--- config.mk ---
export PLATFORM = sky130hd
export DESIGN_NAME = dacl_top
export DESIGN_NICKNAME = d
export VERILOG_FILES = /design/src/pkg/dacl_pkg.sv /design/src/verilog/dacl_channel.sv /design/src/verilog/dacl_edge_sync.sv /design/src/verilog/dacl_top.sv
export SDC_FILE = /design/constraint.sdc
export NUM_CORES = 1
export LEC_CHECK = 0
export BUFFER_PORTS_ARGS = -buffer_cell sky130_fd_sc_hd__buf_2
export CAP_MARGIN = 5
export CORE_ASPECT_RATIO = 0.9
export CORE_MARGIN = 4
export CORE_UTILIZATION = 62
export CTS_BUF_LIST = sky130_fd_sc_hd__clkbuf_4 sky130_fd_sc_hd__clkbuf_8
export DETAILED_ROUTE_END_ITERATION = 16
export HOLD_SLACK_MARGIN = 0.05
export PLACE_DENSITY = 0.88
export SETUP_SLACK_MARGIN = 0.05
export SKIP_CTS_REPAIR_TIMING = 1
export SYNTH_ARGS = -nofsm -noshare
export SYNTH_HDL_FRONTEND = slang
export SYNTH_SLANG_ARGS = --single-unit
--- constraint.sdc ---
create_clock -name clk_sys -period 9.7 [get_ports clk_sys]
set_input_delay 1.94 -clock clk_sys [delete_from_list [all_inputs] [get_ports clk_sys]]
set_output_delay 1.94 -clock clk_sys [all_outputs]
set_load 0.1 [all_outputs]
--- src/pkg/dacl_pkg.sv ---
// constants, field layouts and types of the converter load and trigger block
`default_nettype none
package dacl_pkg;
	localparam int MAX_CHANNELS = 2;
	localparam int SAMPLE_WIDTH = 12;
	localparam int BYTE_WIDTH = 8;

	// timing
	localparam int CLK_PERIOD_NS = 40;
	localparam int WAKEUP_TIME_NS = 10_000;
	localparam int WAKEUP_CYCLES = (WAKEUP_TIME_NS + CLK_PERIOD_NS - 1) / CLK_PERIOD_NS;
	localparam int TRIGGER_LOAD_CYCLES = 3;
	localparam int LOAD_PIPE_WIDTH = TRIGGER_LOAD_CYCLES - 1;
	localparam int WAKE_COUNT_WIDTH = 16;

	// byte addresses, per channel block of CHANNEL_STRIDE
	localparam int ADDR_WIDTH = 8;
	localparam logic [7:0] CHANNEL_STRIDE = 8'h20;
	localparam logic [4:0] OFF_CHANNEL_CONTROL_ONE = 5'h00;
	localparam logic [4:0] OFF_BYTE_HOLDING = 5'h04;
	localparam logic [4:0] OFF_LEFT_HOLDING_HIGH = 5'h08;
	localparam logic [4:0] OFF_LEFT_HOLDING_LOW = 5'h0C;
	localparam logic [4:0] OFF_RIGHT_HOLDING_HIGH = 5'h10;
	localparam logic [4:0] OFF_RIGHT_HOLDING_LOW = 5'h14;
	localparam logic [4:0] OFF_CONVERTER_OUTPUT = 5'h18;
	localparam logic [7:0] OFF_SOFT_TRIGGER = 8'h40;
	localparam logic [7:0] OFF_GROUP_CONTROL = 8'h44;
	localparam int READY_BIT = 16;

	localparam logic [1:0] RESP_OKAY = 2'h0;
	localparam logic [1:0] RESP_SLVERR = 2'h2;

	localparam logic [7:0] CONTROL_RESET = 8'h00;

	typedef enum logic [2:0] {
		SRC_FIRST_TIMER  = 3'b000,
		SRC_SECOND_TIMER = 3'b001,
		SRC_EXTERNAL_PIN = 3'b010,
		SRC_SOFTWARE     = 3'b111
	} dacl_source_type;

	// index of each synchronised source in the edge vector
	localparam int EDGE_FIRST_TIMER = 0;
	localparam int EDGE_SECOND_TIMER = 1;
	localparam int EDGE_EXTERNAL_PIN = 2;
	localparam int EDGE_COUNT = 3;

	typedef enum logic [2:0] {
		HOLD_NONE       = 3'b000,
		HOLD_BYTE       = 3'b001,
		HOLD_LEFT_HIGH  = 3'b010,
		HOLD_LEFT_LOW   = 3'b011,
		HOLD_RIGHT_HIGH = 3'b100,
		HOLD_RIGHT_LOW  = 3'b101
	} dacl_hold_type;

	// channel_control_one layout, bit 0 first from the right
	typedef struct packed {
		logic [1:0] reserved;
		logic [2:0] triggerSourceSelect;
		logic       triggerGate;
		logic       outputBufferOff;
		logic       powerOn;
	} dacl_control_type;

	typedef struct packed {
		logic [2:0] first;
		logic [2:0] second;
		logic [2:0] third;
		logic [2:0] rise;
	} dacl_sync_state_type;

	typedef struct packed {
		logic [SAMPLE_WIDTH-1:0]     holding;
		logic [SAMPLE_WIDTH-1:0]     outputValue;
		logic [LOAD_PIPE_WIDTH-1:0]  delay;
		logic [WAKE_COUNT_WIDTH-1:0] wakeCount;
		logic                        ready;
		logic                        loadDone;
	} dacl_channel_state_type;

	typedef struct packed {
		logic                                   awready;
		logic                                   wready;
		logic                                   bvalid;
		logic [1:0]                             bresp;
		logic                                   awHeld;
		logic                                   wHeld;
		logic [ADDR_WIDTH-1:0]                  awAddr;
		logic [BYTE_WIDTH-1:0]                  wByte;
		logic                                   wLane;
		logic                                   arready;
		logic                                   rvalid;
		logic [1:0]                             rresp;
		logic [31:0]                            rdata;
		dacl_control_type [MAX_CHANNELS-1:0]    control;
		logic [MAX_CHANNELS-1:0]                softTrigger;
		logic                                   grouped;
	} dacl_top_state_type;
endpackage : dacl_pkg
`default_nettype wire

--- src/verilog/dacl_channel.sv ---
// one converter channel: holding data, startup delay and output-data load
`default_nettype none
module dacl_channel #(
	parameter int WAKEUP_CYCLES = dacl_pkg::WAKEUP_CYCLES
) (
	input  wire logic                                clk_sys,
	input  wire logic                                reset,
	input  wire logic                                powerOn,
	input  wire logic                                holdWrite,
	input  wire dacl_pkg::dacl_hold_type             holdKind,
	input  wire logic [dacl_pkg::BYTE_WIDTH-1:0]     holdByte,
	input  wire logic                                writeLoad,
	input  wire logic                                triggerEvent,
	output logic                                     busy,
	output logic                                     ready,
	output logic                                     loadDone,
	output logic      [dacl_pkg::SAMPLE_WIDTH-1:0]   holdingValue,
	output logic      [dacl_pkg::SAMPLE_WIDTH-1:0]   outputValue
);
	localparam logic [dacl_pkg::WAKE_COUNT_WIDTH-1:0] WAKE_LIMIT = dacl_pkg::WAKE_COUNT_WIDTH'(WAKEUP_CYCLES);
	localparam int PW = dacl_pkg::LOAD_PIPE_WIDTH;

	dacl_pkg::dacl_channel_state_type state;
	dacl_pkg::dacl_channel_state_type next_state;

	always_comb begin
		logic [dacl_pkg::SAMPLE_WIDTH-1:0] hold;
		hold = state.holding;
		next_state = state;
		next_state.loadDone = 1'b0;

		if (holdWrite) begin
			unique case (holdKind)
				dacl_pkg::HOLD_BYTE:       hold = {holdByte, 4'h0};
				dacl_pkg::HOLD_LEFT_HIGH:  hold[11:4] = holdByte;
				dacl_pkg::HOLD_LEFT_LOW:   hold[3:0] = holdByte[7:4];
				dacl_pkg::HOLD_RIGHT_HIGH: hold[11:8] = holdByte[3:0];
				dacl_pkg::HOLD_RIGHT_LOW:  hold[7:0] = holdByte;
				dacl_pkg::HOLD_NONE: begin
				end
				default: begin
				end
			endcase
		end
		next_state.holding = hold;

		// startup delay after power-on
		if (!powerOn) begin
			next_state.wakeCount = '0;
			next_state.ready = 1'b0;
		end else if (state.wakeCount < WAKE_LIMIT) begin
			next_state.wakeCount = state.wakeCount + 1'b1;
		end else begin
			next_state.ready = 1'b1;
		end

		// trigger seen in cycle t loads at edge t+3
		if (PW > 1) begin
			next_state.delay = {state.delay[PW-2:0], triggerEvent & state.ready};
		end else begin
			next_state.delay = PW'(triggerEvent & state.ready);
		end
		if (state.delay[PW-1] && state.ready) begin
			next_state.outputValue = state.holding;
			next_state.loadDone = 1'b1;
		end else if (writeLoad && state.ready) begin
			next_state.outputValue = hold;
			next_state.loadDone = 1'b1;
		end
	end

	always_ff @(posedge clk_sys or posedge reset) begin
		if (reset) begin
			state <= '0;
		end else begin
			state <= next_state;
		end
	end

	assign busy = |state.delay;
	assign ready = state.ready;
	assign loadDone = state.loadDone;
	assign holdingValue = state.holding;
	assign outputValue = state.outputValue;
endmodule : dacl_channel
`default_nettype wire

--- src/verilog/dacl_edge_sync.sv ---
// two-stage synchroniser with rising edge detection for the hardware trigger sources
`default_nettype none
module dacl_edge_sync (
	input  wire logic       clk_sys,
	input  wire logic       reset,
	input  wire logic [2:0] rawTrigger,
	output logic      [2:0] triggerRise
);
	dacl_pkg::dacl_sync_state_type state;
	dacl_pkg::dacl_sync_state_type next_state;

	always_comb begin
		next_state = state;
		next_state.first = rawTrigger;
		next_state.second = state.first;
		next_state.third = state.second;
		next_state.rise = state.second & ~state.third;
	end

	always_ff @(posedge clk_sys or posedge reset) begin
		if (reset) begin
			state <= '0;
		end else begin
			state <= next_state;
		end
	end

	assign triggerRise = state.rise;
endmodule : dacl_edge_sync
`default_nettype wire

--- src/verilog/dacl_top.sv ---
// converter channel load and trigger control behind an AXI4-Lite register slave
`default_nettype none
module dacl_top #(
	parameter int NUM_CHANNELS = 2,
	parameter int WAKEUP_CYCLES = dacl_pkg::WAKEUP_CYCLES
) (
	input  wire logic                                                 clk_sys,
	input  wire logic                                                 reset,
	input  wire logic [dacl_pkg::ADDR_WIDTH-1:0]                      awaddr,
	input  wire logic [2:0]                                           awprot,
	input  wire logic                                                 awvalid,
	output logic                                                      awready,
	input  wire logic [31:0]                                          wdata,
	input  wire logic [3:0]                                           wstrb,
	input  wire logic                                                 wvalid,
	output logic                                                      wready,
	output logic      [1:0]                                           bresp,
	output logic                                                      bvalid,
	input  wire logic                                                 bready,
	input  wire logic [dacl_pkg::ADDR_WIDTH-1:0]                      araddr,
	input  wire logic [2:0]                                           arprot,
	input  wire logic                                                 arvalid,
	output logic                                                      arready,
	output logic      [31:0]                                          rdata,
	output logic      [1:0]                                           rresp,
	output logic                                                      rvalid,
	input  wire logic                                                 rready,
	input  wire logic                                                 firstTimerPulse,
	input  wire logic                                                 secondTimerPulse,
	input  wire logic                                                 externalTriggerPin,
	output logic      [dacl_pkg::MAX_CHANNELS-1:0]                    channelPowerOn,
	output logic      [dacl_pkg::MAX_CHANNELS-1:0]                    outputBufferOff,
	output logic      [dacl_pkg::MAX_CHANNELS-1:0]                    channelReady,
	output logic      [dacl_pkg::MAX_CHANNELS-1:0]                    loadStrobe,
	output logic      [dacl_pkg::MAX_CHANNELS-1:0][dacl_pkg::SAMPLE_WIDTH-1:0] converterOutputValue
);
	localparam int MC = dacl_pkg::MAX_CHANNELS;
	localparam logic TWO_CHANNELS = (NUM_CHANNELS > 1);

	dacl_pkg::dacl_top_state_type state;
	dacl_pkg::dacl_top_state_type next_state;

	logic [dacl_pkg::EDGE_COUNT-1:0]                    edgeRise;
	logic [MC-1:0]                                      chBusy;
	logic [MC-1:0]                                      chLoadDone;
	logic [MC-1:0][dacl_pkg::SAMPLE_WIDTH-1:0]          chHolding;
	logic [MC-1:0]                                      holdWrite;
	dacl_pkg::dacl_hold_type [MC-1:0]                   holdKind;
	logic [MC-1:0]                                      writeLoad;
	logic [MC-1:0]                                      triggerEvent;
	logic [MC-1:0]                                      ownWriteLoad;
	logic [MC-1:0]                                      ownTrigger;

	////////////////////////////////////////////////////////////////////////////
	// hardware trigger synchronisation

	dacl_edge_sync u_edge_sync (
		.clk_sys     (clk_sys),
		.reset       (reset),
		.rawTrigger  ({externalTriggerPin, secondTimerPulse, firstTimerPulse}),
		.triggerRise (edgeRise)
	);

	////////////////////////////////////////////////////////////////////////////
	// channels

	genvar ch;
	generate
		for (ch = 0; ch < MC; ch++) begin : g_channel
			dacl_channel #(
				.WAKEUP_CYCLES (WAKEUP_CYCLES)
			) u_channel (
				.clk_sys      (clk_sys),
				.reset        (reset),
				.powerOn      (state.control[ch].powerOn),
				.holdWrite    (holdWrite[ch]),
				.holdKind     (holdKind[ch]),
				.holdByte     (state.wByte),
				.writeLoad    (writeLoad[ch]),
				.triggerEvent (triggerEvent[ch]),
				.busy         (chBusy[ch]),
				.ready        (channelReady[ch]),
				.loadDone     (chLoadDone[ch]),
				.holdingValue (chHolding[ch]),
				.outputValue  (converterOutputValue[ch])
			);

			// selected trigger source of this channel
			always_comb begin
				dacl_pkg::dacl_control_type c;
				c = state.control[ch];
				ownTrigger[ch] = 1'b0;
				if (c.triggerGate) begin
					unique case (c.triggerSourceSelect)
						dacl_pkg::SRC_FIRST_TIMER:  ownTrigger[ch] = edgeRise[dacl_pkg::EDGE_FIRST_TIMER];
						dacl_pkg::SRC_SECOND_TIMER: ownTrigger[ch] = TWO_CHANNELS
							&& edgeRise[dacl_pkg::EDGE_SECOND_TIMER];
						dacl_pkg::SRC_EXTERNAL_PIN: ownTrigger[ch] = TWO_CHANNELS
							&& edgeRise[dacl_pkg::EDGE_EXTERNAL_PIN];
						dacl_pkg::SRC_SOFTWARE:     ownTrigger[ch] = state.softTrigger[ch] && !chBusy[ch]
							&& !chLoadDone[ch];
						default:                    ownTrigger[ch] = 1'b0;
					endcase
				end
				ownWriteLoad[ch] = holdWrite[ch] && !c.triggerGate
					&& (holdKind[ch] == dacl_pkg::HOLD_BYTE || holdKind[ch] == dacl_pkg::HOLD_LEFT_LOW
					|| holdKind[ch] == dacl_pkg::HOLD_RIGHT_LOW);
			end

			// grouped: the second channel follows the first
			if (ch == 0) begin : g_lead
				assign triggerEvent[ch] = ownTrigger[ch];
				assign writeLoad[ch] = ownWriteLoad[ch];
			end else begin : g_follow
				assign triggerEvent[ch] = state.grouped ? ownTrigger[0] : ownTrigger[ch];
				assign writeLoad[ch] = state.grouped ? ownWriteLoad[0] : ownWriteLoad[ch];
			end
		end
	endgenerate

	////////////////////////////////////////////////////////////////////////////
	// register slave

	always_comb begin
		logic                               doWrite;
		logic                               wrChannel;
		logic                               rdChannel;
		logic                               wrMapped;
		logic                               rdMapped;
		logic [31:0]                        rdWord;
		logic [dacl_pkg::SAMPLE_WIDTH-1:0]  h;
		dacl_pkg::dacl_control_type         newControl;
		next_state = state;
		doWrite = state.awHeld && state.wHeld && !state.bvalid;
		wrChannel = state.awAddr[5];
		rdChannel = araddr[5];
		wrMapped = 1'b0;
		rdMapped = 1'b0;
		rdWord = '0;
		h = '0;
		newControl = state.control[0];
		holdWrite = '0;
		holdKind = {MC{dacl_pkg::HOLD_NONE}};

		if (awvalid && state.awready) begin
			next_state.awHeld = 1'b1;
			next_state.awAddr = awaddr;
		end
		if (wvalid && state.wready) begin
			next_state.wHeld = 1'b1;
			next_state.wByte = wdata[7:0];
			next_state.wLane = wstrb[0];
		end
		if (state.bvalid && bready) begin
			next_state.bvalid = 1'b0;
		end

		// soft trigger bits clear on load, a new set in the same cycle wins
		next_state.softTrigger = state.softTrigger & ~chLoadDone;

		if (doWrite) begin
			next_state.awHeld = 1'b0;
			next_state.wHeld = 1'b0;
			next_state.bvalid = 1'b1;
			if (state.awAddr[7:6] == 2'b00 && (!wrChannel || TWO_CHANNELS)) begin
				wrMapped = (state.awAddr[4:0] <= dacl_pkg::OFF_RIGHT_HOLDING_LOW)
					|| (state.awAddr[4:0] == dacl_pkg::OFF_CONVERTER_OUTPUT);
				if (state.wLane) begin
					unique case (state.awAddr[4:0])
						dacl_pkg::OFF_CHANNEL_CONTROL_ONE: begin
							newControl = state.wByte;
							newControl.reserved = 2'b00;
							if (state.control[wrChannel].powerOn) begin
								newControl.triggerSourceSelect = state.control[wrChannel].triggerSourceSelect;
							end
							next_state.control[wrChannel] = newControl;
						end
						dacl_pkg::OFF_BYTE_HOLDING:       holdKind[wrChannel] = dacl_pkg::HOLD_BYTE;
						dacl_pkg::OFF_LEFT_HOLDING_HIGH:  holdKind[wrChannel] = dacl_pkg::HOLD_LEFT_HIGH;
						dacl_pkg::OFF_LEFT_HOLDING_LOW:   holdKind[wrChannel] = dacl_pkg::HOLD_LEFT_LOW;
						dacl_pkg::OFF_RIGHT_HOLDING_HIGH: holdKind[wrChannel] = dacl_pkg::HOLD_RIGHT_HIGH;
						dacl_pkg::OFF_RIGHT_HOLDING_LOW:  holdKind[wrChannel] = dacl_pkg::HOLD_RIGHT_LOW;
						default: begin
						end
					endcase
					holdWrite[wrChannel] = (holdKind[wrChannel] != dacl_pkg::HOLD_NONE);
				end
			end else if (state.awAddr == dacl_pkg::OFF_SOFT_TRIGGER) begin
				wrMapped = 1'b1;
				if (state.wLane) begin
					next_state.softTrigger = next_state.softTrigger
						| (state.wByte[MC-1:0] & {TWO_CHANNELS, 1'b1});
				end
			end else if (state.awAddr == dacl_pkg::OFF_GROUP_CONTROL) begin
				wrMapped = 1'b1;
				if (state.wLane) begin
					next_state.grouped = state.wByte[0] && TWO_CHANNELS;
				end
			end
			next_state.bresp = wrMapped ? dacl_pkg::RESP_OKAY : dacl_pkg::RESP_SLVERR;
		end

		if (state.rvalid && rready) begin
			next_state.rvalid = 1'b0;
		end
		if (arvalid && state.arready) begin
			if (araddr[7:6] == 2'b00 && (!rdChannel || TWO_CHANNELS)) begin
				h = chHolding[rdChannel];
				rdMapped = 1'b1;
				unique case (araddr[4:0])
					dacl_pkg::OFF_CHANNEL_CONTROL_ONE: rdWord = {24'h00_0000, state.control[rdChannel]};
					dacl_pkg::OFF_BYTE_HOLDING:        rdWord = {24'h00_0000, h[11:4]};
					dacl_pkg::OFF_LEFT_HOLDING_HIGH:   rdWord = {24'h00_0000, h[11:4]};
					dacl_pkg::OFF_LEFT_HOLDING_LOW:    rdWord = {24'h00_0000, h[3:0], 4'h0};
					dacl_pkg::OFF_RIGHT_HOLDING_HIGH:  rdWord = {24'h00_0000, 4'h0, h[11:8]};
					dacl_pkg::OFF_RIGHT_HOLDING_LOW:   rdWord = {24'h00_0000, h[7:0]};
					dacl_pkg::OFF_CONVERTER_OUTPUT: begin
						rdWord[11:0] = converterOutputValue[rdChannel];
						rdWord[dacl_pkg::READY_BIT] = channelReady[rdChannel];
					end
					default: rdMapped = 1'b0;
				endcase
			end else if (araddr == dacl_pkg::OFF_SOFT_TRIGGER) begin
				rdMapped = 1'b1;
				rdWord[MC-1:0] = state.softTrigger;
			end else if (araddr == dacl_pkg::OFF_GROUP_CONTROL) begin
				rdMapped = 1'b1;
				rdWord[0] = state.grouped;
			end
			next_state.rvalid = 1'b1;
			next_state.rdata = rdMapped ? rdWord : 32'h0000_0000;
			next_state.rresp = rdMapped ? dacl_pkg::RESP_OKAY : dacl_pkg::RESP_SLVERR;
		end

		next_state.awready = !next_state.awHeld;
		next_state.wready = !next_state.wHeld;
		next_state.arready = !next_state.rvalid;
	end

	always_ff @(posedge clk_sys or posedge reset) begin
		if (reset) begin
			state <= '0;
			state.control <= {MC{dacl_pkg::CONTROL_RESET}};
		end else begin
			state <= next_state;
		end
	end

	////////////////////////////////////////////////////////////////////////////
	// outputs

	assign awready = state.awready;
	assign wready = state.wready;
	assign bvalid = state.bvalid;
	assign bresp = state.bresp;
	assign arready = state.arready;
	assign rvalid = state.rvalid;
	assign rdata = state.rdata;
	assign rresp = state.rresp;
	assign loadStrobe = chLoadDone;

	generate
		for (ch = 0; ch < MC; ch++) begin : g_pins
			assign channelPowerOn[ch] = state.control[ch].powerOn;
			assign outputBufferOff[ch] = state.control[ch].outputBufferOff;
		end
	endgenerate
endmodule : dacl_top
`default_nettype wire
Yosys cells after proc, flatten, opt, wreduce, memory -nomap -nowiden

Cells that the tools add are included.
Widths: inputs -> output; s select.

Flip-flop bits (word level): 179
Latch bits: 0
RAM bits: 0
Memory bits (read-only): 0
Input bits: 68
Logic and storage cells: 242
Memories kept: 0

Add/sub/neg operators: 2
$mul: 0
Div/mod/pow operators: 0
$lt $le $gt $ge: 6
Eq/ne operators: 36
Shift operators: 0
Multiplexer cells: 94
Bitwise operators: 10
Reduce and logical (&&, ||, !) cells: 53

Operator list:

| kind                  | number |
|---|---|
| $mux 12               | 10 |
| $pmux 12 s6           | 1 |
| $mux 6                | 8 |
| $mux 35               | 1 |
| $mux 17               | 2 |
| $mux 1                | 33 |
| $add 16x1->16 const B | 2 |
| $eq 8x7->1 const B    | 4 |
| $lt 16x8->1 const B   | 2 |
| $mux 16               | 2 |
| $mux 32               | 1 |
| $pmux 4 s2            | 4 |
| $eq 5x5->1 const B    | 6 |
| $mux 3                | 10 |
| $pmux 6 s5            | 1 |
| $mux 8                | 3 |
| $pmux 4 s3            | 2 |
| $eq 5x4->1 const B    | 4 |
| $logic_and 1x1->1     | 20 |
| $eq 3x2->1 const B    | 6 |
| $eq 3x3->1 const B    | 6 |
| $bwmux 16             | 1 |
| $mux 2                | 8 |
| $mux 15               | 1 |
| other kinds (30)      | 63 |

Logic depth before layout (Yosys ltp)

Gate-level depths: netlist (run 1).

Word-level depth: 21
Depth in mapped cells: 7

Modules after synthesis

From an unflattened synthesis (run 1), not the netlist that was laid out.

Cells, all modules: 782
Area, all modules: 8161.6 um^2

Modules (own cells, without submodules):

| module         | times used | cells an instance | area an instance (um^2) | seq. area each (um^2) |
|---|---|---|---|---|
| dacl_channel   | 2          | 200               | 2150.8                  | 1101.1 |
| dacl_top       | 1          | 363               | 3492.1                  | 1351.3 |
| dacl_edge_sync | 1          | 19                | 367.9                   | 300.3 |

Least setup slack after synthesis (run 1)

Ideal clock, no wire load.

Path type: input port to flip-flop
From: input port araddr[5] (netlist bit)
To: register state (netlist bit rdata[6])
Data arrival time: 3.239 ns
Required time: 9.566 ns
Slack: 6.327 ns
Stages on the path: 7
Cell sequence: clkbuf_1 -> buf_2 -> clkbuf_1 -> mux2i_1 -> o22ai_1 -> nor2_1 -> o21ai_0

Cells in the longest elaborated chain, start to end: 6

RTL lines:

| what                 | RTL line        | text |
|---|---|---|
| from (decl)          | dacl_top.sv:20  | `input wire logic [dacl_pkg::ADDR_WIDTH-1:0] araddr,` |
| $eq 8x7->1           | dacl_top.sv:226 | `end else if (araddr == dacl_pkg::OFF_GROUP_CONTROL) begin` |
| $mux 1               | dacl_top.sv:226 |  |
| $mux 1               | dacl_top.sv:223 | `end else if (araddr == dacl_pkg::OFF_SOFT_TRIGGER) begin` |
| $mux 1               | dacl_top.sv:207 | `if (araddr[7:6] == 2'b00 && (!rdChannel \|\| TWO_CHANNELS)) begin` |
| $mux 1               | dacl_top.sv:206 | `if (arvalid && state.arready) begin` |
| $mux 32 (*)          | dacl_top.sv:231 | `next_state.rdata = rdMapped ? rdWord : 32'h0000_0000;` |
| to (signal assigned) | dacl_top.sv:245 | `state <= next_state;` |
| to (decl)            | dacl_top.sv:40  | `dacl_pkg::dacl_top_state_type state;` |

Mark *: on every way between the ends. The rest lies on a longest branch, timed or not. The select of a mux whose other input is x is not followed.
A chain may end at the register's enable or synchronous reset.

Final worst setup path (run 1)

From: register g_channel[1].u_channel.state (netlist bit g_channel[1].u_channel.ready)
To: output port channelReady[1] (netlist bit)

RTL lines:

| what                   | RTL line           | text |
|---|---|---|
| from (decl)            | dacl_channel.sv:23 | `dacl_pkg::dacl_channel_state_type state;` |
| from (signal assigned) | dacl_channel.sv:76 | `state <= next_state;` |
| to (decl)              | dacl_top.sv:33     | `output logic [dacl_pkg::MAX_CHANNELS-1:0] channelReady,` |

No word-level cell between the ends.

==> flow_metrics.py, run 1 <==
metrics = {
    "sta": {
        "fin_setup_tns_ns": 0,
        "rsz0062_at_grt": "false",
        "slew_violations": 0,
        "fin_crit_ns": 3.84,
        "worst_slew_pin_slew_ns": 1.09,
        "setup_violations": 0,
        "max_freq_mhz": 260,
        "hold_viol_final": 0,
        "fin_skew_ns": 0.0102,
        "finalCritPeriodShare": 0.396,
        "slew_headroom": 0.271,
        "setup_ws_ns": 5.86,
    },
    "finish": {
        "diodes": 0,
        "regArea_mm2": 0.00385,
        "final_common_cell": "dfrtp_1",
        "final_layout_size_suffix_gt1_frac": 0.225,
        "post-route-util": 0.671,
        "area_growth_pct": 5.83,
        "final_cell_mix": "dfrtp_1 (154), buf_2 (86), o21ai_0 (55)",
        "multi_input_area_mm2": 0.00312,
        "num-nets-final": 807,
        "fill_cells": 892,
    },
    "detailed_routing": {
        "drc": 0,
        "routedWlPerCell_um": 19.2,
        "routed_wl_um": 17500,
        "ant_nets": 0,
        "vias": 5783,
        "via_per_inst": 6.35,
        "firstDrtPassIters": 6,
        "drt_iter0_markers": 694,
    },
    "worst_setup_path": {
        "path_class": "reg -> out",
        "arrival_ns": 1.90,
        "startpoint_type": "register",
        "cp_cell_sequence": "buf_2",
        "cp-end-kind": "output pin",
        "cp.required_ns": 7.76,
        "crit_path_top_delay_cell": "dfrtp_1",
        "crit_family": "flip-flops",
        "cp.buffers_inverters": 1,
        "critPathMaxFanout": 24,
        "crit_path_max_incr_delay_ns": 0.89,
    },
    "floorplanning": {
        "die_x_um": 125,
        "num_rows": 38,
        "initial_utilization": 0.634,
        "fp.dieH_um": 113,
        "io-pin-count": 141,
        "core_mm2": 0.0120,
        "die-area_mm2": 0.0141,
    },
    "yosys": {
        "synth_top_area_frac": 0.505,
        "synth_top_cell_by_area": "dfrtp_1",
        "synth-edff-count": 0,
        "avgSynthCellArea_um2": 10.7,
        "synthFlopType": "dfrtp_1",
        "synthCells": 713,
        "synthTopCellsByArea": "dfrtp_1 (51%), buf_4 (6.7%), o21ai_0 (3.6%)",
        "ys_warn_count": 0,
        "synth-seq-cells": 154,
        "async_reset_ff_frac": 1.00,
        "synth_seq_area_share": 0.505,
        "yosysUniqueCellTypes": 66,
        "synth_area_mm2": 0.00762,
    },
    "clock_network": {
        "tritoncts": "done",
        "cts-root-buf": "clkbuf_8",
        "clock_latency_ns": 0.46,
        "clkTransAtPathRegs_ns": 0.08,
        "clockBufferDepth": 2,
        "cts_sinks": 154,
        "cts_buffers": 17,
        "cts_max_level": 4,
    },
    "global_route": {
        "antenna_found_initial": 0,
        "grt_usage": 0.253,
        "grt_pass1_wl_um": 28400,
        "gr-total-overflow": 0,
        "grt_pass1_vias": 5462,
        "grt_max_degree": 90,
    },
    "hold_path": {
        "hold_class": "reg -> reg",
    },
    "place": {
        "place.gp.congestion": 0.920,
        "portBuffers": 86,
        "post-dp-hpwl_um": 12500,
        "place_ws_ns": 6.06,
    },
    "power": {
        "vdd_ir_drop_max_v": 0.000262,
        "p_per_area_mw_per_mm2": 226,
        "leakagePower_nw": 3.76,
    },
    "outcome": {
        "status": "completed",
    },
    "flow_run": {
        "max_cap_viol_count": 0,
    },
}
-- path summary, 6_finish.rpt --
kind	depth (start not counted)	start	slack, ns	endpoint
max	1	g_channel[1].u_channel.ready	5.86	channelReady[1]
min	0	u_edge_sync.next_state[8]	0.34	u_edge_sync.next_state[5]
max reg2reg	5	state[64]	7.14	g_channel[1].u_channel.outputValue[11]
min reg2reg	0	u_edge_sync.next_state[8]	0.34	u_edge_sync.next_state[5]
max in group asynchronous	3	reset	6.66	g_channel[0].u_channel.holdingValue[9]
min in group asynchronous	2	reset	1.54	g_channel[0].u_channel.ready
-- Yosys cell counts, types with 3 or more instances --
cell type	n
o21a_1	6
or2_2	6
nand4_1	3
a21boi_0	4
and3_1	4
and2_1	26
buf_2	6
inv_1	18
buf_4	68
o22ai_1	10
nand3_1	16
nand2b_1	4
clkbuf_1	24
xnor2_1	5
a32oi_1	4
a32o_1	3
a211oi_1	6
nor2_1	22
nor3_1	18
mux2i_1	24
o2bb2ai_1	12
a22o_1	10
nand3b_1	11
a22oi_1	11
a221o_1	4
a21oi_1	9
o221a_2	8
nor4_1	5
o21ai_0	55
o31ai_2	3
dfrtp_1	154
a2bb2oi_1	4
o211ai_1	4
nand2_1	38
a21o_1	13
and3b_1	3
nor2b_1	12
or3_1	12
xor2_1	4
mux2_2	24
a221oi_1	6
-- through the flow --
stage                     instance area, µm²  hold WS, ns  power (mW)  std cells
final                                   8070        0.345        1.82        910
after global routing                    8070        0.359        1.90        910
after CTS                               8070        0.348        1.81        910
after detailed placement                7680        0.335        1.34        878
after global placement                  7680        0.333        1.32        878
after floorplan                         7700        0.331        1.23        733
-- sequential cells by signal, summed over array words and instances (netlist names), 2 cells and up --
register                          flops
channelPowerOn                        2
g_channel.$5.c                        8
g_channel.u_channel.holdingValue     24
g_channel.u_channel.loadDone          2
g_channel.u_channel.next_state        2
g_channel.u_channel.outputValue      24
g_channel.u_channel.ready             2
g_channel.u_channel.state            34
outputBufferOff                       2
rdata                                13
state                                22
u_edge_sync.next_state                6
u_edge_sync.state                     3
u_edge_sync.triggerRise               3
-- area by class of cell --
cell class / instances / share of cell area
tap: 160 / 0.0248
clock inverter: 12 / 0.0154
timing repair buffer: 87 / 0.0543
clock buffer: 20 / 0.0326
sequential: 154 / 0.478
inverter: 18 / 0.00899
multi-input combinational: 459 / 0.386
-- logic make-up (layout without fill, tap and decap cells) --
family / Yosys count / after routing / share of synthesized area
AND/OR/NAND/NOR: 196 / 196 / 0.144
adder cells (fa/ha/maj): 2 / 2 / 0.00328
XOR/XNOR: 9 / 9 / 0.0103
multiplexers: 48 / 48 / 0.0670
buffers and inverters: 120 / 137 / 0.0955
other: 1 / 21 / 0.000492
flip-flops: 154 / 154 / 0.505
AO/OA/AOI/OAI: 183 / 183 / 0.174
-- routing by layer --
metal,up-vias,routed length (µm),global-route usage
li1,2563,-,-
met1,2823,7260,0.349
met2,346,7740,0.378
met3,51,2030,0.0873
met4,0,439,0.0882
met5,-,0,0
-- power by group --
part	total, mW	internal, mW	switching, mW
combinational	0.482	0.151	0.330
sequential	0.863	0.728	0.135
clock	0.475	0.239	0.236
total	1.82	1.12	0.702
Note: power is estimated with default switching activity, not from simulation.
==> run 2: changes to the inputs <==
--- a/config.mk
+++ b/config.mk
@@ -9,11 +9,11 @@
 export CAP_MARGIN = 5
 export CORE_ASPECT_RATIO = 0.9
 export CORE_MARGIN = 4
-export CORE_UTILIZATION = 62
+export CORE_UTILIZATION = 52
 export CTS_BUF_LIST = sky130_fd_sc_hd__clkbuf_4 sky130_fd_sc_hd__clkbuf_8
 export DETAILED_ROUTE_END_ITERATION = 16
 export HOLD_SLACK_MARGIN = 0.05
-export PLACE_DENSITY = 0.88
+export PLACE_DENSITY = 0.78
 export SETUP_SLACK_MARGIN = 0.05
 export SKIP_CTS_REPAIR_TIMING = 1
 export SYNTH_ARGS = -nofsm -noshare
==> constraint.sdc (replaced) <==
create_clock -name clk_sys -period 3.15 [get_ports clk_sys]
set_input_delay 0.63 -clock clk_sys [delete_from_list [all_inputs] [get_ports clk_sys]]
set_output_delay 0.63 -clock clk_sys [all_outputs]
set_load 0.1 [all_outputs]
==> run 2 against run 1 <==
  * Clock power grew to 3.3 times the previous value
  * Clock-buffer cell count is 1 higher
  * Worst hold slack worse by 0.075 ns
  * Combinational power grew to 3.1 times the previous value
  * Critical path depth stayed put
  * Sequential share of layout area is 0.73 points lower
  * Cell count is 4.2% higher
  * Global-route usage is 3.2 points lower
  * Sequential cell count stayed put
  * Critical endpoint is now channelPowerOn[0]
  * Largest power group unchanged
==> flow_metrics.py, run 2 (synthesis results as in run 1) <==
metrics = {
    "detailed_routing": {
        "drt_iter0_markers": 626,
        "routedWlPerCell_um": 18.7,
        "via_per_inst": 5.92,
        "routed_wl_um": 17700,
        "ant_nets": 0,
        "vias": 5612,
        "firstDrtPassIters": 8,
        "drc": 0,
    },
    "worst_setup_path": {
        "r2r_cells": 5,
        "cp_cell_sequence": "buf_2",
        "worstSetupStartpoint": "channelPowerOn[0]",
        "cp.buffers_inverters": 1,
        "critPathMaxFanout": 21,
        "path_class": "reg -> out",
        "rrSetupSlack_ns": 0.78,
        "r2r-start": "state[70]",
        "cp.required_ns": 2.52,
        "startpoint_type": "register",
        "crit_path_top_delay_cell": "dfrtp_1",
        "crit_family": "flip-flops",
        "worst-path-stages": 1,
        "arrival_ns": 1.75,
        "reg2reg_to": "g_channel[1].u_channel.outputValue[8]",
        "crit_path_max_incr_delay_ns": 0.75,
        "cp-end-kind": "output pin",
        "crit_path_end": "channelPowerOn[0]",
    },
    "sta": {
        "whs_ns": 0.270,
        "fin_skew_ns": 0.00880,
        "setup_violations": 0,
        "slew_violations": 0,
        "hold_viol_final": 0,
        "finalCritPeriodShare": 0.755,
        "fin_crit_ns": 2.38,
        "slew_headroom": 0.432,
        "rsz0062_at_grt": "false",
        "fin_setup_tns_ns": 0,
        "max_freq_mhz": 420,
        "worst_slew_pin_slew_ns": 0.852,
    },
    "global_route": {
        "grt_pass1_vias": 5243,
        "gr-total-overflow": 0,
        "grt_pass1_wl_um": 28300,
        "antenna_found_initial": 0,
        "grt_max_degree": 155,
        "grt_usage": 0.220,
    },
    "power": {
        "p_per_area_mw_per_mm2": 698,
        "leakagePower_nw": 3.80,
        "vdd_ir_drop_max_v": 0.000785,
    },
    "flow_run": {
        "max_cap_viol_count": 0,
    },
    "clock_network": {
        "cts_sinks": 154,
        "cts_max_level": 4,
        "tritoncts": "done",
        "clock_latency_ns": 0.46,
        "cts_buffers": 17,
        "clockBufferDepth": 2,
        "clkTransAtPathRegs_ns": 0.08,
        "cts-root-buf": "clkbuf_8",
    },
    "floorplanning": {
        "io-pin-count": 141,
        "fp.dieH_um": 123,
        "die_x_um": 136,
        "die-area_mm2": 0.0167,
        "core_mm2": 0.0142,
        "initial_utilization": 0.537,
        "num_rows": 41,
    },
    "finish": {
        "largest_register_ffs": 34,
        "area_growth_pct": 7.47,
        "final_common_cell": "dfrtp_1",
        "diodes": 0,
        "fill_cells": 1212,
        "post-route-util": 0.577,
        "num-nets-final": 812,
        "largest-register": "g_channel.u_channel.state",
        "final_layout_size_suffix_gt1_frac": 0.230,
        "final_cell_mix": "dfrtp_1 (154), buf_2 (86), o21ai_0 (55)",
    },
    "place": {
        "place.gp.congestion": 0.919,
        "post-dp-hpwl_um": 12600,
        "portBuffers": 86,
    },
    "outcome": {
        "status": "completed",
    },
    "hold_path": {
        "hold_class": "in -> reg",
    },
}
==> run 2: area by class of cell <==
| class | count | area [µm²] | area share |
|---|---|---|---|
| Multi-Input combinational cell | 459 | 3120 | 0.381 |
| Clock buffer | 21 | 277 | 0.0337 |
| Clock inverter | 11 | 145 | 0.0177 |
| Timing Repair Buffer | 92 | 488 | 0.0596 |
| Inverter | 18 | 71.3 | 0.00870 |
| Sequential cell | 154 | 3850 | 0.470 |
| Tap cell | 193 | 241 | 0.0295 |
==> run 2: how the worst min path moves through the flow <==
stage	startpoint	end	slack [ns]	cells past startpoint
after floorplan	u_edge_sync.next_state[6]	u_edge_sync.next_state[3]	0.33	0
after global placement	u_edge_sync.next_state[8]	u_edge_sync.next_state[5]	0.34	0
after detailed placement	u_edge_sync.next_state[8]	u_edge_sync.next_state[5]	0.33	0
after CTS	externalTriggerPin	u_edge_sync.next_state[8]	0.25	1
after global routing	externalTriggerPin	u_edge_sync.next_state[8]	0.24	1
final	externalTriggerPin	u_edge_sync.next_state[8]	0.27	1
==> run 2: report_power, final <==
group | total, mW | internal, mW | switching (mW)
logic | 1.50 | 0.476 | 1.03
clock network | 1.57 | 0.840 | 0.731
registers | 2.65 | 2.24 | 0.404
total | 5.72 | 3.56 | 2.16
==> run 2: routing by layer <==
| layer | global-route usage | part of all wire | vias up |
|---|---|---|---|
| met1 | 0.331 | 0.46 | 2771 |
| met3 | 0.0607 | 0.083 | 30 |
| met4 | 0.0674 | 0.015 | 0 |
| met5 | 0 | 0 | - |
| met2 | 0.312 | 0.44 | 261 |
| li1 | - | - | 2550 |
==> run 2: through the flow <==
stage               instance area (µm²)  setup slack (ns)  cells  total power, mW
finish                             8190             0.771    948             5.72
global placement                   7770             0.836    916             4.09
floorplan                          7700             0.575    733             3.79
global route                       8190             0.650    948             5.98
detailed placement                 7770             0.784    916             4.15
CTS                                8190             0.729    948             5.71
